**config.mk**
```make
export PLATFORM = sky130hd
export DESIGN_NAME = lod_decoder
export DESIGN_NICKNAME = d
export VERILOG_FILES = /design/src/lod_decoder.v
export VERILOG_INCLUDE_DIRS = /design/src
export SDC_FILE = /design/constraint.sdc
export NUM_CORES = 1
export LEC_CHECK = 0
export BUFFER_PORTS_ARGS = -buffer_cell sky130_fd_sc_hd__buf_2
export CAP_MARGIN = 20
export CORE_ASPECT_RATIO = 0.7
export CORE_MARGIN = 3
export CORE_UTILIZATION = 53
export CTS_BUF_LIST = sky130_fd_sc_hd__clkbuf_8 sky130_fd_sc_hd__clkbuf_16
export DETAILED_ROUTE_END_ITERATION = 12
export GPL_ROUTABILITY_DRIVEN = 0
export GPL_TIMING_DRIVEN = 1
export PLACE_DENSITY = 0.76
export SYNTH_ARGS = -nofsm -noshare
export SYNTH_HDL_FRONTEND = slang
export SYNTH_SLANG_ARGS = --single-unit
```
**constraint.sdc**
```tcl
create_clock -name clk -period 2.49 [get_ports clk]
set_input_delay 0.249 -clock clk [delete_from_list [all_inputs] [get_ports clk]]
set_output_delay 0.249 -clock clk [all_outputs]
set_load 0.005 [all_outputs]
```
**src/lod_regs.vh**
```
// opcode and field encodings for the legacy opcode decoder
// included by the decoder, its checker and its bench
`ifndef LOD_REGS_VH
`define LOD_REGS_VH
`define LOD_OP_RET_NEAR 8'hC3
`define LOD_OP_RET_NEAR_IMM 8'hC2
`define LOD_OP_RET_FAR 8'hCB
`define LOD_OP_RET_FAR_IMM 8'hCA
`define LOD_OP_JL 8'h7C
`define LOD_OP_JLE 8'h7E
`define LOD_OP_JNL 8'h7D
`define LOD_OP_JG 8'h7F
`define LOD_OP_BLW 8'h72
`define LOD_OP_BLE 8'h76
`define LOD_OP_NBL 8'h73
`define LOD_OP_ABV 8'h77
`define LOD_OP_JZ 8'h74
`define LOD_OP_JNZ 8'h75
`define LOD_OP_JPE 8'h7A
`define LOD_OP_JPO 8'h7B
`define LOD_OP_JOV 8'h70
`define LOD_OP_JNOV 8'h71
`define LOD_OP_JNEG 8'h78
`define LOD_OP_JPOS 8'h79
`define LOD_OP_LOOPC 8'hE2
`define LOD_OP_LOOPZ 8'hE1
`define LOD_OP_LOOPNZ 8'hE0
`define LOD_OP_JCZ 8'hE3
`define LOD_OP_ENTER 8'hC8
`define LOD_OP_LEAVE 8'hC9
`define LOD_OP_INTN 8'hCD
`define LOD_OP_INT3 8'hCC
`define LOD_OP_INTO 8'hCE
`define LOD_OP_INTERRUPT_RETURN 8'hCF
`define LOD_OP_BOUND 8'h62
`define LOD_OP_ADJUST_REQUESTED_PRIVILEGE 8'h63
`define LOD_OP_LOCK 8'hF0
`define LOD_OP_HALT 8'hF4
`define LOD_OP_WAIT 8'h9B
`define LOD_OP_EXT 8'h0F
`define LOD_OP_ESC_HI 5'h1B
`define LOD_EXT_GRP0 8'h00
`define LOD_EXT_GRP1 8'h01
`define LOD_EXT_LAR 8'h02
`define LOD_EXT_LSL 8'h03
`define LOD_EXT_CTS 8'h06
`define LOD_INT3_TYPE 8'h03
// operation identifiers
`define LOD_ID_NONE 6'h00
`define LOD_ID_RET_NEAR 6'h01
`define LOD_ID_RET_NEAR_IMM 6'h02
`define LOD_ID_RET_FAR 6'h03
`define LOD_ID_RET_FAR_IMM 6'h04
`define LOD_ID_JCC 6'h05
`define LOD_ID_LOOPC 6'h06
`define LOD_ID_LOOPZ 6'h07
`define LOD_ID_LOOPNZ 6'h08
`define LOD_ID_JCZ 6'h09
`define LOD_ID_ENTER 6'h0A
`define LOD_ID_LEAVE 6'h0B
`define LOD_ID_INTN 6'h0C
`define LOD_ID_INTO 6'h0D
`define LOD_ID_INTERRUPT_RETURN 6'h0E
`define LOD_ID_BOUND 6'h0F
`define LOD_ID_HALT 6'h10
`define LOD_ID_WAIT 6'h11
`define LOD_ID_CTS 6'h12
`define LOD_ID_ESC 6'h13
`define LOD_ID_SGDT 6'h14
`define LOD_ID_SIDT 6'h15
`define LOD_ID_LOAD_GLOBAL_TABLE 6'h16
`define LOD_ID_LOAD_INTERRUPT_TABLE 6'h17
`define LOD_ID_SMSW 6'h18
`define LOD_ID_LOAD_MACHINE_STATUS 6'h19
`define LOD_ID_SLDT 6'h1A
`define LOD_ID_STR 6'h1B
`define LOD_ID_LOAD_LOCAL_TABLE 6'h1C
`define LOD_ID_LTR 6'h1D
`define LOD_ID_VERIFY_READABLE 6'h1E
`define LOD_ID_VERIFY_WRITABLE 6'h1F
`define LOD_ID_LAR 6'h20
`define LOD_ID_LSL 6'h21
`define LOD_ID_ADJUST_REQUESTED_PRIVILEGE 6'h22
// segment codes
`define LOD_SEG_ES 2'h0
`define LOD_SEG_CS 2'h1
`define LOD_SEG_SS 2'h2
`define LOD_SEG_DS 2'h3
// effective-address term bits: {base,frame,source,destination}
`define LOD_EA_BASE 4'h8
`define LOD_EA_FRAME 4'h4
`define LOD_EA_SRC 4'h2
`define LOD_EA_DST 4'h1
`endif

```
**src/lod_decoder.v**
```verilog
// byte-serial decoder for control transfer, processor and protection control
// assumes a fetch unit offering one byte per cycle with valid/ready; one clock
// Operation
// - near/far returns C3,C2,CB,CA; stack-release forms carry 16-bit immediate low first
// - signed branches 7C,7E,7D,7F each with one displacement byte
// - unsigned branches 72,76,73,77 each with one displacement byte
// - single-flag branches 74,75,7A,7B,70,71,78,79 with displacement byte
// - count branches E2,E1,E0,E3 with displacement byte
// - procedure entry C8 with 16-bit frame size then level; exit C9
// - interrupts CD with type, CC type 3, CE on overflow, CF return
// - bounds check 62 followed by addressing-form byte
// - F0 lock prefix for next instruction, F4 halt, 9B wait
// - 0F 06 clears task-switched flag
// - 11011TTT escape; low bits plus register field form coprocessor code
// - 0F 01 register field selects global, interrupt table and status word ops
// - 0F 00 register field selects local table, task register, verify ops
// - 0F 02 and 0F 03 with addressing form; 63 adjusts privilege
// - mode 11 register, 00 no displacement, 01 one sign-extended, 10 two
// - operand-select field chooses base/frame/index terms plus displacement
// - mode 00 with select 110 gives direct 16-bit address
// - displacement bytes follow second byte, ahead of immediate data
// - 001rr110 segment override: 00 extra, 01 code, 10 stack, 11 data
// - register field maps to word or byte registers by width bit
// - frame-pointer addressed operands default to stack segment
// - string destination through destination index always uses extra segment
`include "lod_regs.vh"
module lod_decoder (
  input wire clk,
  input wire rst_n,
  input wire [7:0] byteIn,
  input wire byteValid,
  output wire byteReady,
  input wire wordWidth,
  input wire strDest,
  output wire decValid,
  input wire decReady,
  output reg [5:0] opId,
  output reg [3:0] condCode,
  output reg [5:0] escCode,
  output reg [7:0] intType,
  output reg [15:0] immData,
  output reg [7:0] nestLevel,
  output reg [15:0] dispVal,
  output reg [3:0] eaTerms,
  output reg eaDirect,
  output reg eaIsReg,
  output reg [3:0] regSel,
  output reg [3:0] rmSel,
  output reg [1:0] segSel,
  output reg lockPrefix,
  output reg undefOp
);

  // ----------------------------------------------------------------
  // states
  // ----------------------------------------------------------------
  localparam ST_OP = 3'h0;
  localparam ST_EXT = 3'h1;
  localparam ST_MODRM = 3'h2;
  localparam ST_DISPL = 3'h3;
  localparam ST_DISPH = 3'h4;
  localparam ST_IMML = 3'h5;
  localparam ST_IMMH = 3'h6;
  localparam ST_DONE = 3'h7;

  reg [2:0] state_q;
  reg [2:0] state_d;
  reg [1:0] segOvr_q;
  reg segOvrValid_q;
  reg [7:0] ext_q;
  reg [1:0] immLeft_q;
  reg levelPending_q;
  reg [1:0] dispLeft_q;
  reg fromExt_q;

  assign byteReady = (state_q != ST_DONE);
  assign decValid = (state_q == ST_DONE);
  wire take = byteValid && byteReady;
  wire [1:0] mode = byteIn[7:6];
  wire [2:0] fld = byteIn[5:3];
  wire [2:0] rm = byteIn[2:0];

  // bytes owed after the opcode: one for branches, loops, int type; two for releases and the entry frame size
  wire [1:0] immCount = (byteIn[7:4] == 4'h7 || byteIn[7:2] == 6'h38 || byteIn == `LOD_OP_INTN) ? 2'h1 :
    (byteIn == `LOD_OP_RET_NEAR_IMM || byteIn == `LOD_OP_RET_FAR_IMM || byteIn == `LOD_OP_ENTER) ? 2'h2 : 2'h0;
  // eaTerms lags by one edge when the addressing byte is the last one
  wire frameUse = (state_q == ST_MODRM) ?
    (mode != 2'h3 && (rm == 3'h2 || rm == 3'h3 || (rm == 3'h6 && mode != 2'h0))) :
    (state_q != ST_OP && eaTerms[2] && !eaIsReg);

  // ----------------------------------------------------------------
  // sequencing
  // ----------------------------------------------------------------
  always @(posedge clk or negedge rst_n) begin
    if (!rst_n) begin
      state_q <= ST_OP;
      segOvr_q <= 2'h0;
      segOvrValid_q <= 1'b0;
      ext_q <= 8'h00;
      immLeft_q <= 2'h0;
      levelPending_q <= 1'b0;
      dispLeft_q <= 2'h0;
      fromExt_q <= 1'b0;
      opId <= `LOD_ID_NONE;
      condCode <= 4'h0;
      escCode <= 6'h00;
      intType <= 8'h00;
      immData <= 16'h0000;
      nestLevel <= 8'h00;
      dispVal <= 16'h0000;
      eaTerms <= 4'h0;
      eaDirect <= 1'b0;
      eaIsReg <= 1'b0;
      regSel <= 4'h0;
      rmSel <= 4'h0;
      segSel <= `LOD_SEG_DS;
      lockPrefix <= 1'b0;
      undefOp <= 1'b0;
    end else begin
      state_q <= state_d;
      if (take) begin
        case (state_q)
          ST_OP: begin
            undefOp <= 1'b0;
            immLeft_q <= immCount;
            levelPending_q <= (byteIn == `LOD_OP_ENTER);
            dispLeft_q <= 2'h0;
            eaTerms <= 4'h0;
            eaDirect <= 1'b0;
            eaIsReg <= 1'b0;
            dispVal <= 16'h0000;
            fromExt_q <= 1'b0;
            condCode <= byteIn[3:0];
            if (byteIn[7:5] == 3'h1 && byteIn[2:0] == 3'h6) begin
              segOvr_q <= byteIn[4:3];
              segOvrValid_q <= 1'b1;
            end else if (byteIn == `LOD_OP_LOCK) begin
              lockPrefix <= 1'b1;
            end else if (byteIn[7:4] == 4'h7) begin
              opId <= `LOD_ID_JCC;
            end else if (byteIn[7:3] == `LOD_OP_ESC_HI) begin
              opId <= `LOD_ID_ESC;
              escCode <= {byteIn[2:0], 3'h0};
            end else begin
              case (byteIn)
                `LOD_OP_RET_NEAR: opId <= `LOD_ID_RET_NEAR;
                `LOD_OP_RET_FAR: opId <= `LOD_ID_RET_FAR;
                `LOD_OP_RET_NEAR_IMM: opId <= `LOD_ID_RET_NEAR_IMM;
                `LOD_OP_RET_FAR_IMM: opId <= `LOD_ID_RET_FAR_IMM;
                `LOD_OP_LOOPC: opId <= `LOD_ID_LOOPC;
                `LOD_OP_LOOPZ: opId <= `LOD_ID_LOOPZ;
                `LOD_OP_LOOPNZ: opId <= `LOD_ID_LOOPNZ;
                `LOD_OP_JCZ: opId <= `LOD_ID_JCZ;
                `LOD_OP_ENTER: opId <= `LOD_ID_ENTER;
                `LOD_OP_LEAVE: opId <= `LOD_ID_LEAVE;
                `LOD_OP_INTN: opId <= `LOD_ID_INTN;
                `LOD_OP_INT3: begin
                  opId <= `LOD_ID_INTN;
                  intType <= `LOD_INT3_TYPE;
                end
                `LOD_OP_INTO: opId <= `LOD_ID_INTO;
                `LOD_OP_INTERRUPT_RETURN: opId <= `LOD_ID_INTERRUPT_RETURN;
                `LOD_OP_BOUND: opId <= `LOD_ID_BOUND;
                `LOD_OP_ADJUST_REQUESTED_PRIVILEGE: opId <= `LOD_ID_ADJUST_REQUESTED_PRIVILEGE;
                `LOD_OP_HALT: opId <= `LOD_ID_HALT;
                `LOD_OP_WAIT: opId <= `LOD_ID_WAIT;
                `LOD_OP_EXT: opId <= `LOD_ID_NONE;
                default: begin
                  opId <= `LOD_ID_NONE;
                  undefOp <= 1'b1;
                end
              endcase
            end
          end
          ST_EXT: begin
            ext_q <= byteIn;
            fromExt_q <= 1'b1;
            case (byteIn)
              `LOD_EXT_CTS: opId <= `LOD_ID_CTS;
              `LOD_EXT_LAR: opId <= `LOD_ID_LAR;
              `LOD_EXT_LSL: opId <= `LOD_ID_LSL;
              `LOD_EXT_GRP0, `LOD_EXT_GRP1: opId <= `LOD_ID_NONE;
              default: undefOp <= 1'b1;
            endcase
          end
          ST_MODRM: begin
            regSel <= {~wordWidth, fld};
            rmSel <= {~wordWidth, rm};
            if (opId == `LOD_ID_ESC) begin
              escCode <= {escCode[5:3], fld};
            end
            if (fromExt_q && ext_q == `LOD_EXT_GRP1) begin
              case (fld)
                3'h0: opId <= `LOD_ID_SGDT;
                3'h1: opId <= `LOD_ID_SIDT;
                3'h2: opId <= `LOD_ID_LOAD_GLOBAL_TABLE;
                3'h3: opId <= `LOD_ID_LOAD_INTERRUPT_TABLE;
                3'h4: opId <= `LOD_ID_SMSW;
                3'h6: opId <= `LOD_ID_LOAD_MACHINE_STATUS;
                default: undefOp <= 1'b1;
              endcase
            end else if (fromExt_q && ext_q == `LOD_EXT_GRP0) begin
              case (fld)
                3'h0: opId <= `LOD_ID_SLDT;
                3'h1: opId <= `LOD_ID_STR;
                3'h2: opId <= `LOD_ID_LOAD_LOCAL_TABLE;
                3'h3: opId <= `LOD_ID_LTR;
                3'h4: opId <= `LOD_ID_VERIFY_READABLE;
                3'h5: opId <= `LOD_ID_VERIFY_WRITABLE;
                default: undefOp <= 1'b1;
              endcase
            end
            eaIsReg <= (mode == 2'h3);
            if (mode != 2'h3) begin
              case (rm)
                3'h0: eaTerms <= `LOD_EA_BASE | `LOD_EA_SRC;
                3'h1: eaTerms <= `LOD_EA_BASE | `LOD_EA_DST;
                3'h2: eaTerms <= `LOD_EA_FRAME | `LOD_EA_SRC;
                3'h3: eaTerms <= `LOD_EA_FRAME | `LOD_EA_DST;
                3'h4: eaTerms <= `LOD_EA_SRC;
                3'h5: eaTerms <= `LOD_EA_DST;
                3'h6: eaTerms <= (mode == 2'h0) ? 4'h0 : `LOD_EA_FRAME;
                default: eaTerms <= `LOD_EA_BASE;
              endcase
            end
            eaDirect <= (mode == 2'h0) && (rm == 3'h6);
            if (mode == 2'h1) begin
              dispLeft_q <= 2'h1;
            end else if (mode == 2'h2 || (mode == 2'h0 && rm == 3'h6)) begin
              dispLeft_q <= 2'h2;
            end else begin
              dispLeft_q <= 2'h0;
            end
          end
          ST_DISPL: begin
            // one-byte form is sign-extended; a high byte overwrites the top
            dispVal <= {{8{byteIn[7]}}, byteIn};
            dispLeft_q <= dispLeft_q - 2'h1;
          end
          ST_DISPH: begin
            dispVal[15:8] <= byteIn;
            dispLeft_q <= 2'h0;
          end
          ST_IMML: begin
            if (levelPending_q && immLeft_q == 2'h0) begin
              nestLevel <= byteIn;
              levelPending_q <= 1'b0;
            end else if (opId == `LOD_ID_INTN) begin
              intType <= byteIn;
              immLeft_q <= 2'h0;
            end else begin
              immData <= {{8{byteIn[7]}}, byteIn};
              immLeft_q <= immLeft_q - 2'h1;
            end
          end
          ST_IMMH: begin
            immData[15:8] <= byteIn;
            immLeft_q <= 2'h0;
          end
          default: begin
          end
        endcase
      end
      if (state_q == ST_DONE && decReady) begin
        segOvrValid_q <= 1'b0;
        lockPrefix <= 1'b0;
      end
      if (state_d == ST_DONE && state_q != ST_DONE) begin
        // stack default for frame terms, extra for string destination
        if (strDest) begin
          segSel <= `LOD_SEG_ES;
        end else if (segOvrValid_q) begin
          segSel <= segOvr_q;
        end else if (frameUse) begin
          segSel <= `LOD_SEG_SS;
        end else begin
          segSel <= `LOD_SEG_DS;
        end
      end
    end
  end

  // ----------------------------------------------------------------
  // next state: modrm, then displacement; immediate only straight after the opcode
  // ----------------------------------------------------------------
  wire needModrm = (opId == `LOD_ID_BOUND) || (opId == `LOD_ID_ADJUST_REQUESTED_PRIVILEGE) || (opId == `LOD_ID_ESC) ||
    (opId == `LOD_ID_LAR) || (opId == `LOD_ID_LSL);
  always @* begin
    state_d = state_q;
    if (state_q == ST_DONE) begin
      if (decReady) begin
        state_d = ST_OP;
      end
    end else if (take) begin
      case (state_q)
        ST_OP: begin
          if ((byteIn[7:5] == 3'h1 && byteIn[2:0] == 3'h6) || byteIn == `LOD_OP_LOCK) begin
            state_d = ST_OP;
          end else if (byteIn == `LOD_OP_EXT) begin
            state_d = ST_EXT;
          end else if (byteIn == `LOD_OP_BOUND || byteIn == `LOD_OP_ADJUST_REQUESTED_PRIVILEGE || byteIn[7:3] == `LOD_OP_ESC_HI) begin
            state_d = ST_MODRM;
          end else if (immCount != 2'h0) begin
            state_d = ST_IMML;
          end else begin
            state_d = ST_DONE;
          end
        end
        ST_EXT: state_d = (byteIn <= `LOD_EXT_LSL) ? ST_MODRM : ST_DONE;
        ST_MODRM: begin
          if (!undefOp && (needModrm || fromExt_q) && ((mode[0] ^ mode[1]) || (mode == 2'h0 && rm == 3'h6))) begin
            state_d = ST_DISPL;
          end else begin
            state_d = ST_DONE;
          end
        end
        ST_DISPL: state_d = (dispLeft_q == 2'h2) ? ST_DISPH : ST_DONE;
        ST_DISPH: state_d = ST_DONE;
        ST_IMML: begin
          if (immLeft_q == 2'h2) begin
            state_d = ST_IMMH;
          end else if (levelPending_q && immLeft_q != 2'h0) begin
            state_d = ST_IMML;
          end else begin
            state_d = ST_DONE;
          end
        end
        ST_IMMH: state_d = levelPending_q ? ST_IMML : ST_DONE;
        default: state_d = ST_OP;
      endcase
    end
  end
endmodule // lod_decoder

```
### Word-level counts from Yosys, hierarchy flattened

Index checks and enable logic that the tools add are counted.

* memories kept: 0
* bits of input ports: 14
* bits in writable memories: 0
* output and inout bits: 84
* register bits after elaboration: 102
* ROM bits: 0
* word-level logic and storage cells: 290
* bits in latches: 0

* shifts and indexed selects: 0
* multiply operators: 0
* $lt $le $gt $ge: 1
* divide/modulo/power cells: 0
* reductions and logical operators: 86
* multiplexer cells: 85
* equal/unequal tests: 82
* $add $sub $neg: 2
* bitwise operators: 8

Operators with widths (count)
* 8-bit == test (second input constant): 17
* 6-bit one-hot mux with 17 select lines: 1
* 6-bit one-hot mux with 6 select lines: 2
* 6-bit 2-to-1 mux: 10
* 8-bit 2-to-1 mux: 7
* 8-bit one-hot mux with 2 select lines: 3
* 3-bit == test (second input constant): 11
* 16-bit 2-to-1 mux: 2
* 3-bit 2-to-1 mux: 10
* 4-bit one-hot mux with 7 select lines: 1
* 2-bit 2-to-1 mux: 13
* 6-bit == test (second input constant): 4
* 2-bit != test (second input constant): 12
* 6-bit one-hot mux with 4 select lines: 1
* 8-bit one-hot mux with 3 select lines: 1
* 2-bit nonzero test: 12
* 1-bit 2-to-1 mux: 22
* 3-bit one-hot mux with 7 select lines: 1
* 19-bit OR reduction: 1
* 3-bit by 2-bit == test with 1-bit output (second input constant): 6
* 6-bit one-hot mux with 3 select lines: 1
* 3-bit AND reduction: 6
* 8-bit by 1-bit == test with 1-bit output (second input constant): 2
* 8-bit by 2-bit == test with 1-bit output (second input constant): 2
* other kinds (43): 116

### Depth between registers and ports, before layout

Gate-level depths: netlist (run 1).

* word-level depth: 15
* mapped depth: 11
* mapped depth without buffers: 9

### Worst setup path before layout (run 1)

Ideal clock, no wire load.

* kind: input to register
* from: input byteIn[5]
* to: register segSel[0]
* required time: 2.408 ns
* library setup time: 0.082 ns
* path buffers: 2
* slack: 0.044 ns
* arrival time: 2.364 ns
* stages: 11
* cell sequence: buf_2 -> inv_1 -> ha_1 -> buf_2 -> and4_1 -> a221o_1 -> nor2_1 -> o211a_1 -> o32ai_1 -> and4b_4 -> mux2_4

* word-level cells in the longest chain between the ends: 15
* elaborated cells between the ends (all ways): 34
* those cells by class: order compare (1); eq/ne (13); mux (10); reduce/logical (10)

RTL lines
* from (decl): line lod_decoder.v:30 `input wire [7:0] byteIn,`
* 8-bit == test
* 1-bit logical OR (no line) (2 in a row)
* 2-bit 2-to-1 mux: line lod_decoder.v:85 `` (byteIn == `LOD_OP_RET_NEAR_IMM || byteIn == `LOD_OP_RET_FAR_IMM || byteIn == `LOD_OP_ENTER) ? 2'h2 : 2'h0; ``
* 2-bit 2-to-1 mux: line lod_decoder.v:84 `` wire [1:0] immCount = (byteIn[7:4] == 4'h7 || byteIn[7:2] == 6'h38 || byteIn == `LOD_OP_INTN) ? 2'h1 : ``
* 2-bit nonzero test: line lod_decoder.v:303 `end else if (immCount != 2'h0) begin`
* 2-bit 2-to-1 mux: line lod_decoder.v:303
* 3-bit 2-to-1 mux: line lod_decoder.v:301 `` end else if (byteIn == `LOD_OP_BOUND || byteIn == `LOD_OP_ADJUST_REQUESTED_PRIVILEGE || byteIn[7:3] == `LOD_OP ... ``
* 3-bit 2-to-1 mux: line lod_decoder.v:299 `` end else if (byteIn == `LOD_OP_EXT) begin ``
* 3-bit 2-to-1 mux: line lod_decoder.v:297 `` if ((byteIn[7:5] == 3'h1 && byteIn[2:0] == 3'h6) || byteIn == `LOD_OP_LOCK) begin ``
* 3-bit one-hot mux with 7 select lines (*): line lod_decoder.v:295 `case (state_q)`
* 3-bit 2-to-1 mux (*): line lod_decoder.v:294 `end else if (take) begin`
* 3-bit 2-to-1 mux (*): line lod_decoder.v:290 `if (state_q == ST_DONE) begin`
* 3-bit == test (*): line lod_decoder.v:268 `if (state_d == ST_DONE && state_q != ST_DONE) begin`
* 1-bit logical AND (*): line lod_decoder.v:268
* to (signal assigned): line lod_decoder.v:271 `` segSel <= `LOD_SEG_ES; ``
* to (signal assigned): line lod_decoder.v:273 `segSel <= segOvr_q;`
* to (signal assigned): line lod_decoder.v:275 `` segSel <= `LOD_SEG_SS; ``
* to (decl): line lod_decoder.v:49 `output reg [1:0] segSel,`

Mark *: on every way between the ends. The rest lies on a longest branch, timed or not.
A chain may end at the register's enable or synchronous reset.

### Final worst setup path (run 1)

* from: register state_q[2]
* to: register intType[7]

* word-level cells in the longest chain between the ends: 3
* elaborated cells between the ends (all ways): 14
* those cells by class: eq/ne (9); mux (1); reduce/logical (4)

RTL lines
* from (decl): line lod_decoder.v:66 `reg [2:0] state_q;`
* from (signal assigned): line lod_decoder.v:120 `state_q <= state_d;`
* 3-bit == test, or another cell as far along: line lod_decoder.v:122 `case (state_q)`
* 2-bit != test (no line), or another cell as far along
* 9-bit AND reduction (no line)
* to (signal assigned): line lod_decoder.v:159 `` intType <= `LOD_INT3_TYPE; ``
* to (signal assigned): line lod_decoder.v:249 `intType <= byteIn;`
* to (decl): line lod_decoder.v:40 `output reg [7:0] intType,`

Parallel ways exist; a longest one is shown, timed or not.

==> results of run 1 <==
[synthesized netlist by cell type, drive strengths merged (7+ instances only)]
cell,number,area (um2)
a21oi,49,245.2
a22o,15,131.4
buf,18,111.4
clkbuf,18,67.56
dfrtp,99,2477
ha,15,187.7
inv,23,88.84
mux2,24,277.8
nand2,91,351.6
nand3,25,125.1
nor2,45,171.4
nor3,15,86.34
o21ai,61,305.3
o31ai,7,52.55
[power breakdown]
group / switching, mW / internal [mW]
Combinational: 1.61 / 1.35
Clock: 0.631 / 0.884
Sequential: 0.456 / 2.27
[state kept, by name (all words and copies together) (netlist names), 2 cells and up]
name and flops:
dispVal 16, immData 16, ext_q 8, intType 8, nestLevel 8, escCode 6, opId 6, condCode 4
eaTerms 4, regSel 4, rmSel 3, state_q 3, dispLeft_q 2, immLeft_q 2, segOvr_q 2, segSel 2
[routing by layer]
metal	GRT usage, %	vias up	part of all wire [%]	routed length, um
met5	0	-	0	0
met4	9.018	0	2.5	398
met2	41.24	309	43	6869
met1	42.63	2416	44	7094
met3	8.274	47	11	1799
li1	-	2378	-	-
[critical path, stage by stage (launching register included)]
cell,delay [ns]
dfrtp_2,0.52
nand3_1,0.24
nand2_1,0.20
or2_1,0.29
or4_1,0.54
buf_4,0.21
o31ai_1,0.22
[kinds of logic after synthesis]
group | share of synthesized area [%]
flip-flops | 46.76
adder cells (fa/ha/maj) | 3.469
AND/OR/NAND/NOR | 18.92
buffers and inverters | 5.018
multiplexers | 5.689
XOR/XNOR | 0.3238
AO/OA/AOI/OAI | 19.82
[layout by cell type, fill, tap and decap left out, types with 3 or more instances in the layout]
cell        synthesis  layout
clkinvlp_4          0       3
nor2_1             44      44
and3_1              3       3
ha_1               15      15
o21ai_1            21      21
mux2_1              6       6
nand3_1            25      24
o31ai_1             7       7
nor3_1             14      14
inv_2               3       3
clkbuf_16           0       9
nand2b_1            6       6
a21oi_1            49      49
inv_1              19      19
mux2_2             16      16
a22o_1             15      15
buf_4               2      60
a221oi_1            3       3
o221ai_1            3       3
a31oi_1             5       5
nand2_1            89      89
nor2b_1             4       3
a311oi_1            3       3
and4_1              3       3
dfrtp_1            99      97
nor4_1              5       5
mux2i_1             3       3
o21ai_0            40      40
o211ai_1            3       3
buf_2              11      96
[timing repair]
action / in CTS / in global routing
setup endpoints to repair: 0 / 11
hold endpoints to repair: 99 / 0
hold buffers: 1 / 0
resized for setup: 0 / 4
setup buffers: 0 / 0
[area by class of cell]
| class | instances | share of cell area, % |
|---|---|---|
| flip-flops and latches | 101 | 37.87 |
| repair buffers | 158 | 14.37 |
| clock inverters | 7 | 1.497 |
| clock buffers | 9 | 3.368 |
| inverters | 24 | 1.384 |
| well taps | 128 | 2.395 |
| multi-input cells | 430 | 39.12 |
[worst min-delay path by stage]
stage / from / to / slack (ns) / depth (start not counted)
floorplan: rst_n / condCode[0] / -0.05 / 0
global placement: rst_n / intType[4] / 0.35 / 2
detailed placement: rst_n / intType[4] / 0.35 / 2
CTS: wordWidth / regSel[3] / 0.08 / 2
global route: wordWidth / regSel[3] / 0.1 / 2
finish: wordWidth / regSel[3] / 0.09 / 2
==> metrics.cfg, run 1 <==
[run_status]
outcome = completed

[setup_path]
reg2reg_slack_ns = 0.16
cp.arrival_ns = 2.58
endpoint_kind = flip-flop
critPathRequiredTime_ns = 2.74
worst_setup_path_start_kind = flip-flop
critPathKind = reg2reg
crit_path_end = intType[7]
cp-startpoint = state_q[2]
worstReg2RegEnd = intType[7]
r2r_cells = 6
timing.rr.start = state_q[2]
crit_path_max_fanout = 16

[power_and_ir_drop]
peakVddDrop_v = 0.0006779
leakagePower_nw = 3.210
p_total_mw = 7.206
power_density_nw_per_um2 = 1077

[die]
die-height_um = 90.53
die_w_um = 126.8
io_pins = 98
row_count = 30
dieArea_um2 = 11480
core-area_um2 = 9834
start_util_pct = 55.01

[logic_synthesis]
synth_edf_count = 0
yosysWarnings = 0
synth_seq_area_share_pct = 46.76
ys.flop_type = dfrtp_1
netlist_area_um2 = 5410
async_flop_share_pct = 100.0
syn_inst = 591
ys_ff_latch = 101
syn_avg_cell_area_um2 = 9.154
synth.lib_cells_used.distinct = 71
synth_nets = 620

[layout]
drive_gt1_share_pct = 28.67
fin_nets = 753
stdcell_area_um2 = 6688
multi_input_area_um2 = 2616
fin_util_pct = 68.00
syn2layout_area_growth_pct = 23.61
seq_area_um2 = 2532
stdcell_count = 857
antenna_cells = 0
num-fill-cells = 768

[routing]
wl_per_cell_um = 18.86
dr.pass1.iters = 7
vias = 5150
antenna_left = 0
drtIter0Drc = 737
drt-total-wl_um = 16160
drc = 0
vias_per_cell = 6.009

[global_route]
grt_pass1_wl_um = 26460
grt_usage_pct = 28.92
grt_max_degree = 102
grt_pass1_vias = 5008
grt_overflow_total = 0
grt_antenna_before_repair = 0

[timing]
holdWs_ns = 0.09206
fin_ws_ns = 0.1624
maxSlewViolCount = 0
fin_skew_ns = 0.006275
worst_pin_slew_ns = 0.8355
fin_crit_sh_pct = 93.48
hold_violations = 0
setup_viol = 0
fmax_mhz = 429.6
min_period_ns = 2.328
slew_headroom_pct = 43.93
tns_ns = 0

[clocking]
cts_tree = built
cts_root_buf = clkbuf_16
htree_levels = 3
cts.sinks = 101
clk_latency_ns = 0.35
cts_buffer_depth = 2
numCtsBuffers = 9
clk_pin_slew_worst_paths_ns = 0.07

[placement]
portBuffers = 97
place_area_um2 = 6342
post-place-ws_ns = -0.02120
post-place-cells = 840
place_hpwl_um = 12040

[job]
drv_cap = 0

[hold_path]
hold_class = in2reg

Note: power is estimated with default switching activity, not from simulation.
==> run 2, diff against run 1 <==
- RECOVER_POWER: default -> 25
==> run 2 against run 1 <==
Net effect:
- combinational power hardly changed
- critical path depth is 1 higher
- final cell count stayed put
==> metrics.cfg, run 2 (synthesis results as in run 1) <==
[run_status]
outcome = completed

[die]
die-height_um = 90.53
io_pins = 98
core-area_um2 = 9834
dieArea_um2 = 11480
start_util_pct = 55.01
die_w_um = 126.8
row_count = 30

[timing]
min_period_ns = 2.346
slew_headroom_pct = 9.797
fin_crit_sh_pct = 94.22
fmax_mhz = 426.2
maxSlewViolCount = 0
setup_viol = 0
worst_pin_slew_ns = 1.353
hold_violations = 0
fin_skew_ns = 0.005805
tns_ns = 0
fin_ws_ns = 0.1439

[setup_path]
worst_setup_path_start_kind = flip-flop
crit_path_max_fanout = 10
critPathKind = reg2reg
cp.arrival_ns = 2.57
endpoint_kind = flip-flop
critPathRequiredTime_ns = 2.72

[power_and_ir_drop]
clock_power_share_pct = 21.0
p_total_mw = 7.201
p_int_mw = 4.504
peakVddDrop_v = 0.0006776
p_sw_mw = 2.696
combPwrFrac_pct = 41.1
power_density_nw_per_um2 = 1079
p_sw_share_pct = 37.44
leakagePower_nw = 3.205
seqPwrFrac_pct = 37.8

[layout]
reg_top3 = dispVal (16), immData (16)
antenna_cells = 0
final_common_cell = dfrtp_1
drive_gt1_share_pct = 28.67
multi_input_area_um2 = 2616
seq_area_um2 = 2532
num-fill-cells = 770
fin_nets = 753
syn2layout_area_growth_pct = 23.38
fin_util_pct = 67.88
layout_common_cells = dfrtp_1 (97), buf_2 (96), nand2_1 (89)

[clocking]
cts_buffer_depth = 2
cts_tree = built
htree_levels = 3
cts_root_buf = clkbuf_16
clk_latency_ns = 0.35
numCtsBuffers = 9
clk_pin_slew_worst_paths_ns = 0.07
cts.sinks = 101

[routing]
vias_per_cell = 6.067
antenna_left = 0
dr.pass1.iters = 6
wl_per_cell_um = 18.92
drc = 0
drt-total-wl_um = 16220
drtIter0Drc = 737
vias = 5199

[global_route]
grt_overflow_total = 0
grt_pass1_vias = 5008
grt_antenna_before_repair = 0
grt_usage_pct = 28.92
grt_max_degree = 102
grt_pass1_wl_um = 26460

[hold_path]
hold_class = in2reg

[placement]
post-place-ws_ns = -0.02120
portBuffers = 97
place_hpwl_um = 12040

[job]
drv_cap = 0

[run 2: cell types whose count changed in the layout (fill, tap and decap cells not counted), sizes merged]
cell    change
clkbuf      +2
buf         -2
[run 2: metal layers]
metal / vias to the layer above / part of all wire, % / global-route usage [%]
met2: 309 / 42 / 41.24
li1: 2376 / - / -
met5: - / 0 / 0
met1: 2446 / 44 / 42.63
met4: 0 / 3.2 / 9.018
met3: 68 / 11 / 8.274
[run 2: through the flow]
step	cell area (um2)	hold WS [ns]	cells
final	6675	0.09170	857
after CTS	6678	0.08229	857
after global routing	6675	0.09879	857
after detailed placement	6342	0.3504	840
after global placement	6342	0.3458	840
after floorplan	5410	-0.04659	591
[run 2: power groups by stage]
stage                     sequential [mW]  combinational (mW)  clock (mW)
after CTS                            2.71                2.93        1.53
after floorplan                      2.66                1.76           0
after global placement               2.71                2.83           0
final                                2.72                2.96        1.51
after global routing                 2.80                3.28        1.60
after detailed placement             2.74                2.91           0
[run 2: final cells by class]
class | instances | area share, %
multi-input combinational | 430 | 39.19
sequential | 101 | 37.94
timing repair buffer | 158 | 14.21
clock buffer | 9 | 3.374
tap | 128 | 2.399
clock inverter | 7 | 1.500
inverter | 24 | 1.387
[run 2: final timing paths]
| check | end | cells after the start | from | slack, ns |
|---|---|---|---|---|
| worst min-delay path | regSel[3] | 2 | wordWidth | 0.09 |
| worst max register to register | opId[5] | 7 | ext_q[1] | 0.14 |
| worst min register to register | regSel[1] | 2 | regSel[1] | 0.48 |
| max in group asynchronous | state_q[1] | 3 | rst_n | 0.75 |
| min in group asynchronous | intType[4] | 3 | rst_n | 0.86 |
| worst max-delay path | opId[5] | 7 | ext_q[1] | 0.14 |
[run 2: what timing repair did]
action,in CTS,in global routing
hold buffers,1,0
resized for setup,0,4
endpoints found under the setup margin,0,11
hold endpoints to repair,99,0
setup buffers,0,0
[run 2: critical path: stages, from the launching register on]
cell	delay, ns
dfrtp_1	0.37
nor4b_1	0.55
nand3_2	0.28
nor3_1	0.32
a21oi_1	0.07
nor2_1	0.20
nor3_4	0.10
mux2_1	0.33
==> run 3, diff against run 2 <==
- CORE_UTILIZATION: 53 -> 50
- CTS_BUF_LIST: sky130_fd_sc_hd__clkbuf_8 sky130_fd_sc_hd__clkbuf_16 -> sky130_fd_sc_hd__clkbuf_8
- PLACE_DENSITY: 0.76 -> 0.73
==> run 3 against run 2 <==
Net effect:
- maximum frequency down 1.6%
- worst setup slack worse by 0.039 ns
- via count up 0.38%
==> metrics.cfg, run 3 (synthesis results as in run 1) <==
[routing]
dr.pass1.iters = 6
vias_per_cell = 6.090
drc = 0
vias = 5219
wl_per_cell_um = 19.35
drt-total-wl_um = 16590
drtIter0Drc = 702
antenna_left = 0

[power_and_ir_drop]
leakagePower_nw = 3.159
peakVddDrop_v = 0.0004724
power_density_nw_per_um2 = 1079

[global_route]
grt_antenna_before_repair = 0
grt_max_degree = 54
grt_usage_pct = 27.73
use_met3_pct = 9.247
grt.met1_usage_pct = 40.44
grt_util_met2_pct = 38.35
grt.busiest_layer = met1
grt_overflow_total = 0
grt_pass1_vias = 5000
grt_pass1_wl_um = 26140

[clocking]
cts_tree = built
clk_pin_slew_worst_paths_ns = 0.10
clk_latency_ns = 0.38
cts_buffer_depth = 2
cts.sinks = 101
cts_root_buf = clkbuf_8
htree_levels = 3
numCtsBuffers = 9

[setup_path]
crit_path_max_fanout = 16
r2r_cells = 6
worst_setup_path_start_kind = flip-flop
critPathKind = reg2reg
endpoint_kind = flip-flop
critPathRequiredTime_ns = 2.77
reg2reg_slack_ns = 0.10
worstReg2RegEnd = intType[5]
timing.rr.start = state_q[2]
cp.arrival_ns = 2.67

[hold_path]
hold_depth = 2
min_to = lockPrefix
hold_start = decReady
hold_class = in2reg

[layout]
stdcell_count = 857
num-fill-cells = 886
syn2layout_area_growth_pct = 22.39
layout_common_cells = dfrtp_1 (96), nand2_1 (89), buf_2 (88)
final_common_cell = dfrtp_1
reg_top3 = dispVal (16), immData (16)
drive_gt1_share_pct = 27.35
stdcell_area_um2 = 6621
seq_area_um2 = 2534
multi_input_area_um2 = 2626
fin_nets = 749

[die]
die-height_um = 93.03
core-area_um2 = 10430
row_count = 31
io_pins = 98
die_w_um = 130.3
dieArea_um2 = 12120
start_util_pct = 51.85

[timing]
setup_viol = 0
fin_skew_ns = 0.01279
fin_crit_sh_pct = 95.78
hold_violations = 0
rsz0062_at_grt = no
slew_headroom_pct = 17.10
min_period_ns = 2.385
fmax_mhz = 419.3
fin_ws_ns = 0.1050
maxSlewViolCount = 0
worst_pin_slew_ns = 1.243

[run_status]
outcome = completed

[placement]
portBuffers = 97
post-place-ws_ns = -0.05330
place_hpwl_um = 12250
post-place-cells = 840
place_area_um2 = 6317

[job]
drv_cap = 0

-- run 3: timing repair --
action,in CTS,in global routing
gates resized for setup,0,6
setup endpoints to repair,0,10
hold endpoints to repair,48,0
buffers inserted,0,0
hold buffers,1,0
-- run 3: worst max path at each step --
stage | from | endpoint | slack, ns | cells past startpoint
3_3_place_gp | byteIn[4] | segSel[1] | 0.10 | 9
2_1_floorplan | byteIn[5] | segSel[0] | 0.04 | 11
4_1_cts | state_q[2] | intType[5] | 0.1 | 6
5_1_grt | ext_q[1] | opId[1] | 0.04 | 7
3_5_place_dp | byteIn[7] | segSel[0] | -0.05 | 9
6_report | state_q[2] | intType[5] | 0.10 | 6
-- run 3: power by group --
part	switching, mW	internal (mW)
clock network	0.578	0.868
logic	1.61	1.34
registers	0.475	2.27
-- run 3: final cells by class --
cell class                 instances  share of cell area, %
multi-input combinational        430                  39.66
tap                              132                  2.494
antenna                            1                0.03779
timing repair buffer             154                  13.87
sequential                       101                  38.27
clock inverter                     6                  2.400
clock buffer                       9                  1.871
inverter                          24                  1.398
-- run 3: layer usage --
metal  vias to the layer above  share of wire [%]  routed length [um]
met4                         0                2.8                 472
met3                        61                 12                2006
met2                       329                 41                6883
met5                         -                  0                   0
li1                       2373                  -                   -
met1                      2456                 44                7224
-- run 3: critical path: stages (launching register included) --
cell and delay (ns):
dfrtp_2 0.53, nand3_1 0.22, nand2_1 0.22, or2_1 0.30, or4_1 0.56, buf_4 0.21
o31ai_1 0.23
-- run 3: metrics by stage --
stage                     utilization (%)  hold slack [ns]  total power, mW  setup TNS (ns)
after floorplan                         -         -0.04659            4.418               0
after global placement              60.55           0.3038            5.543               0
after detailed placement            60.55           0.3113            5.646         -0.1057
after CTS                           63.35          0.06819            7.105               0
after global routing                63.44          0.07588            7.613               0
final                               63.46          0.06674            7.146               0
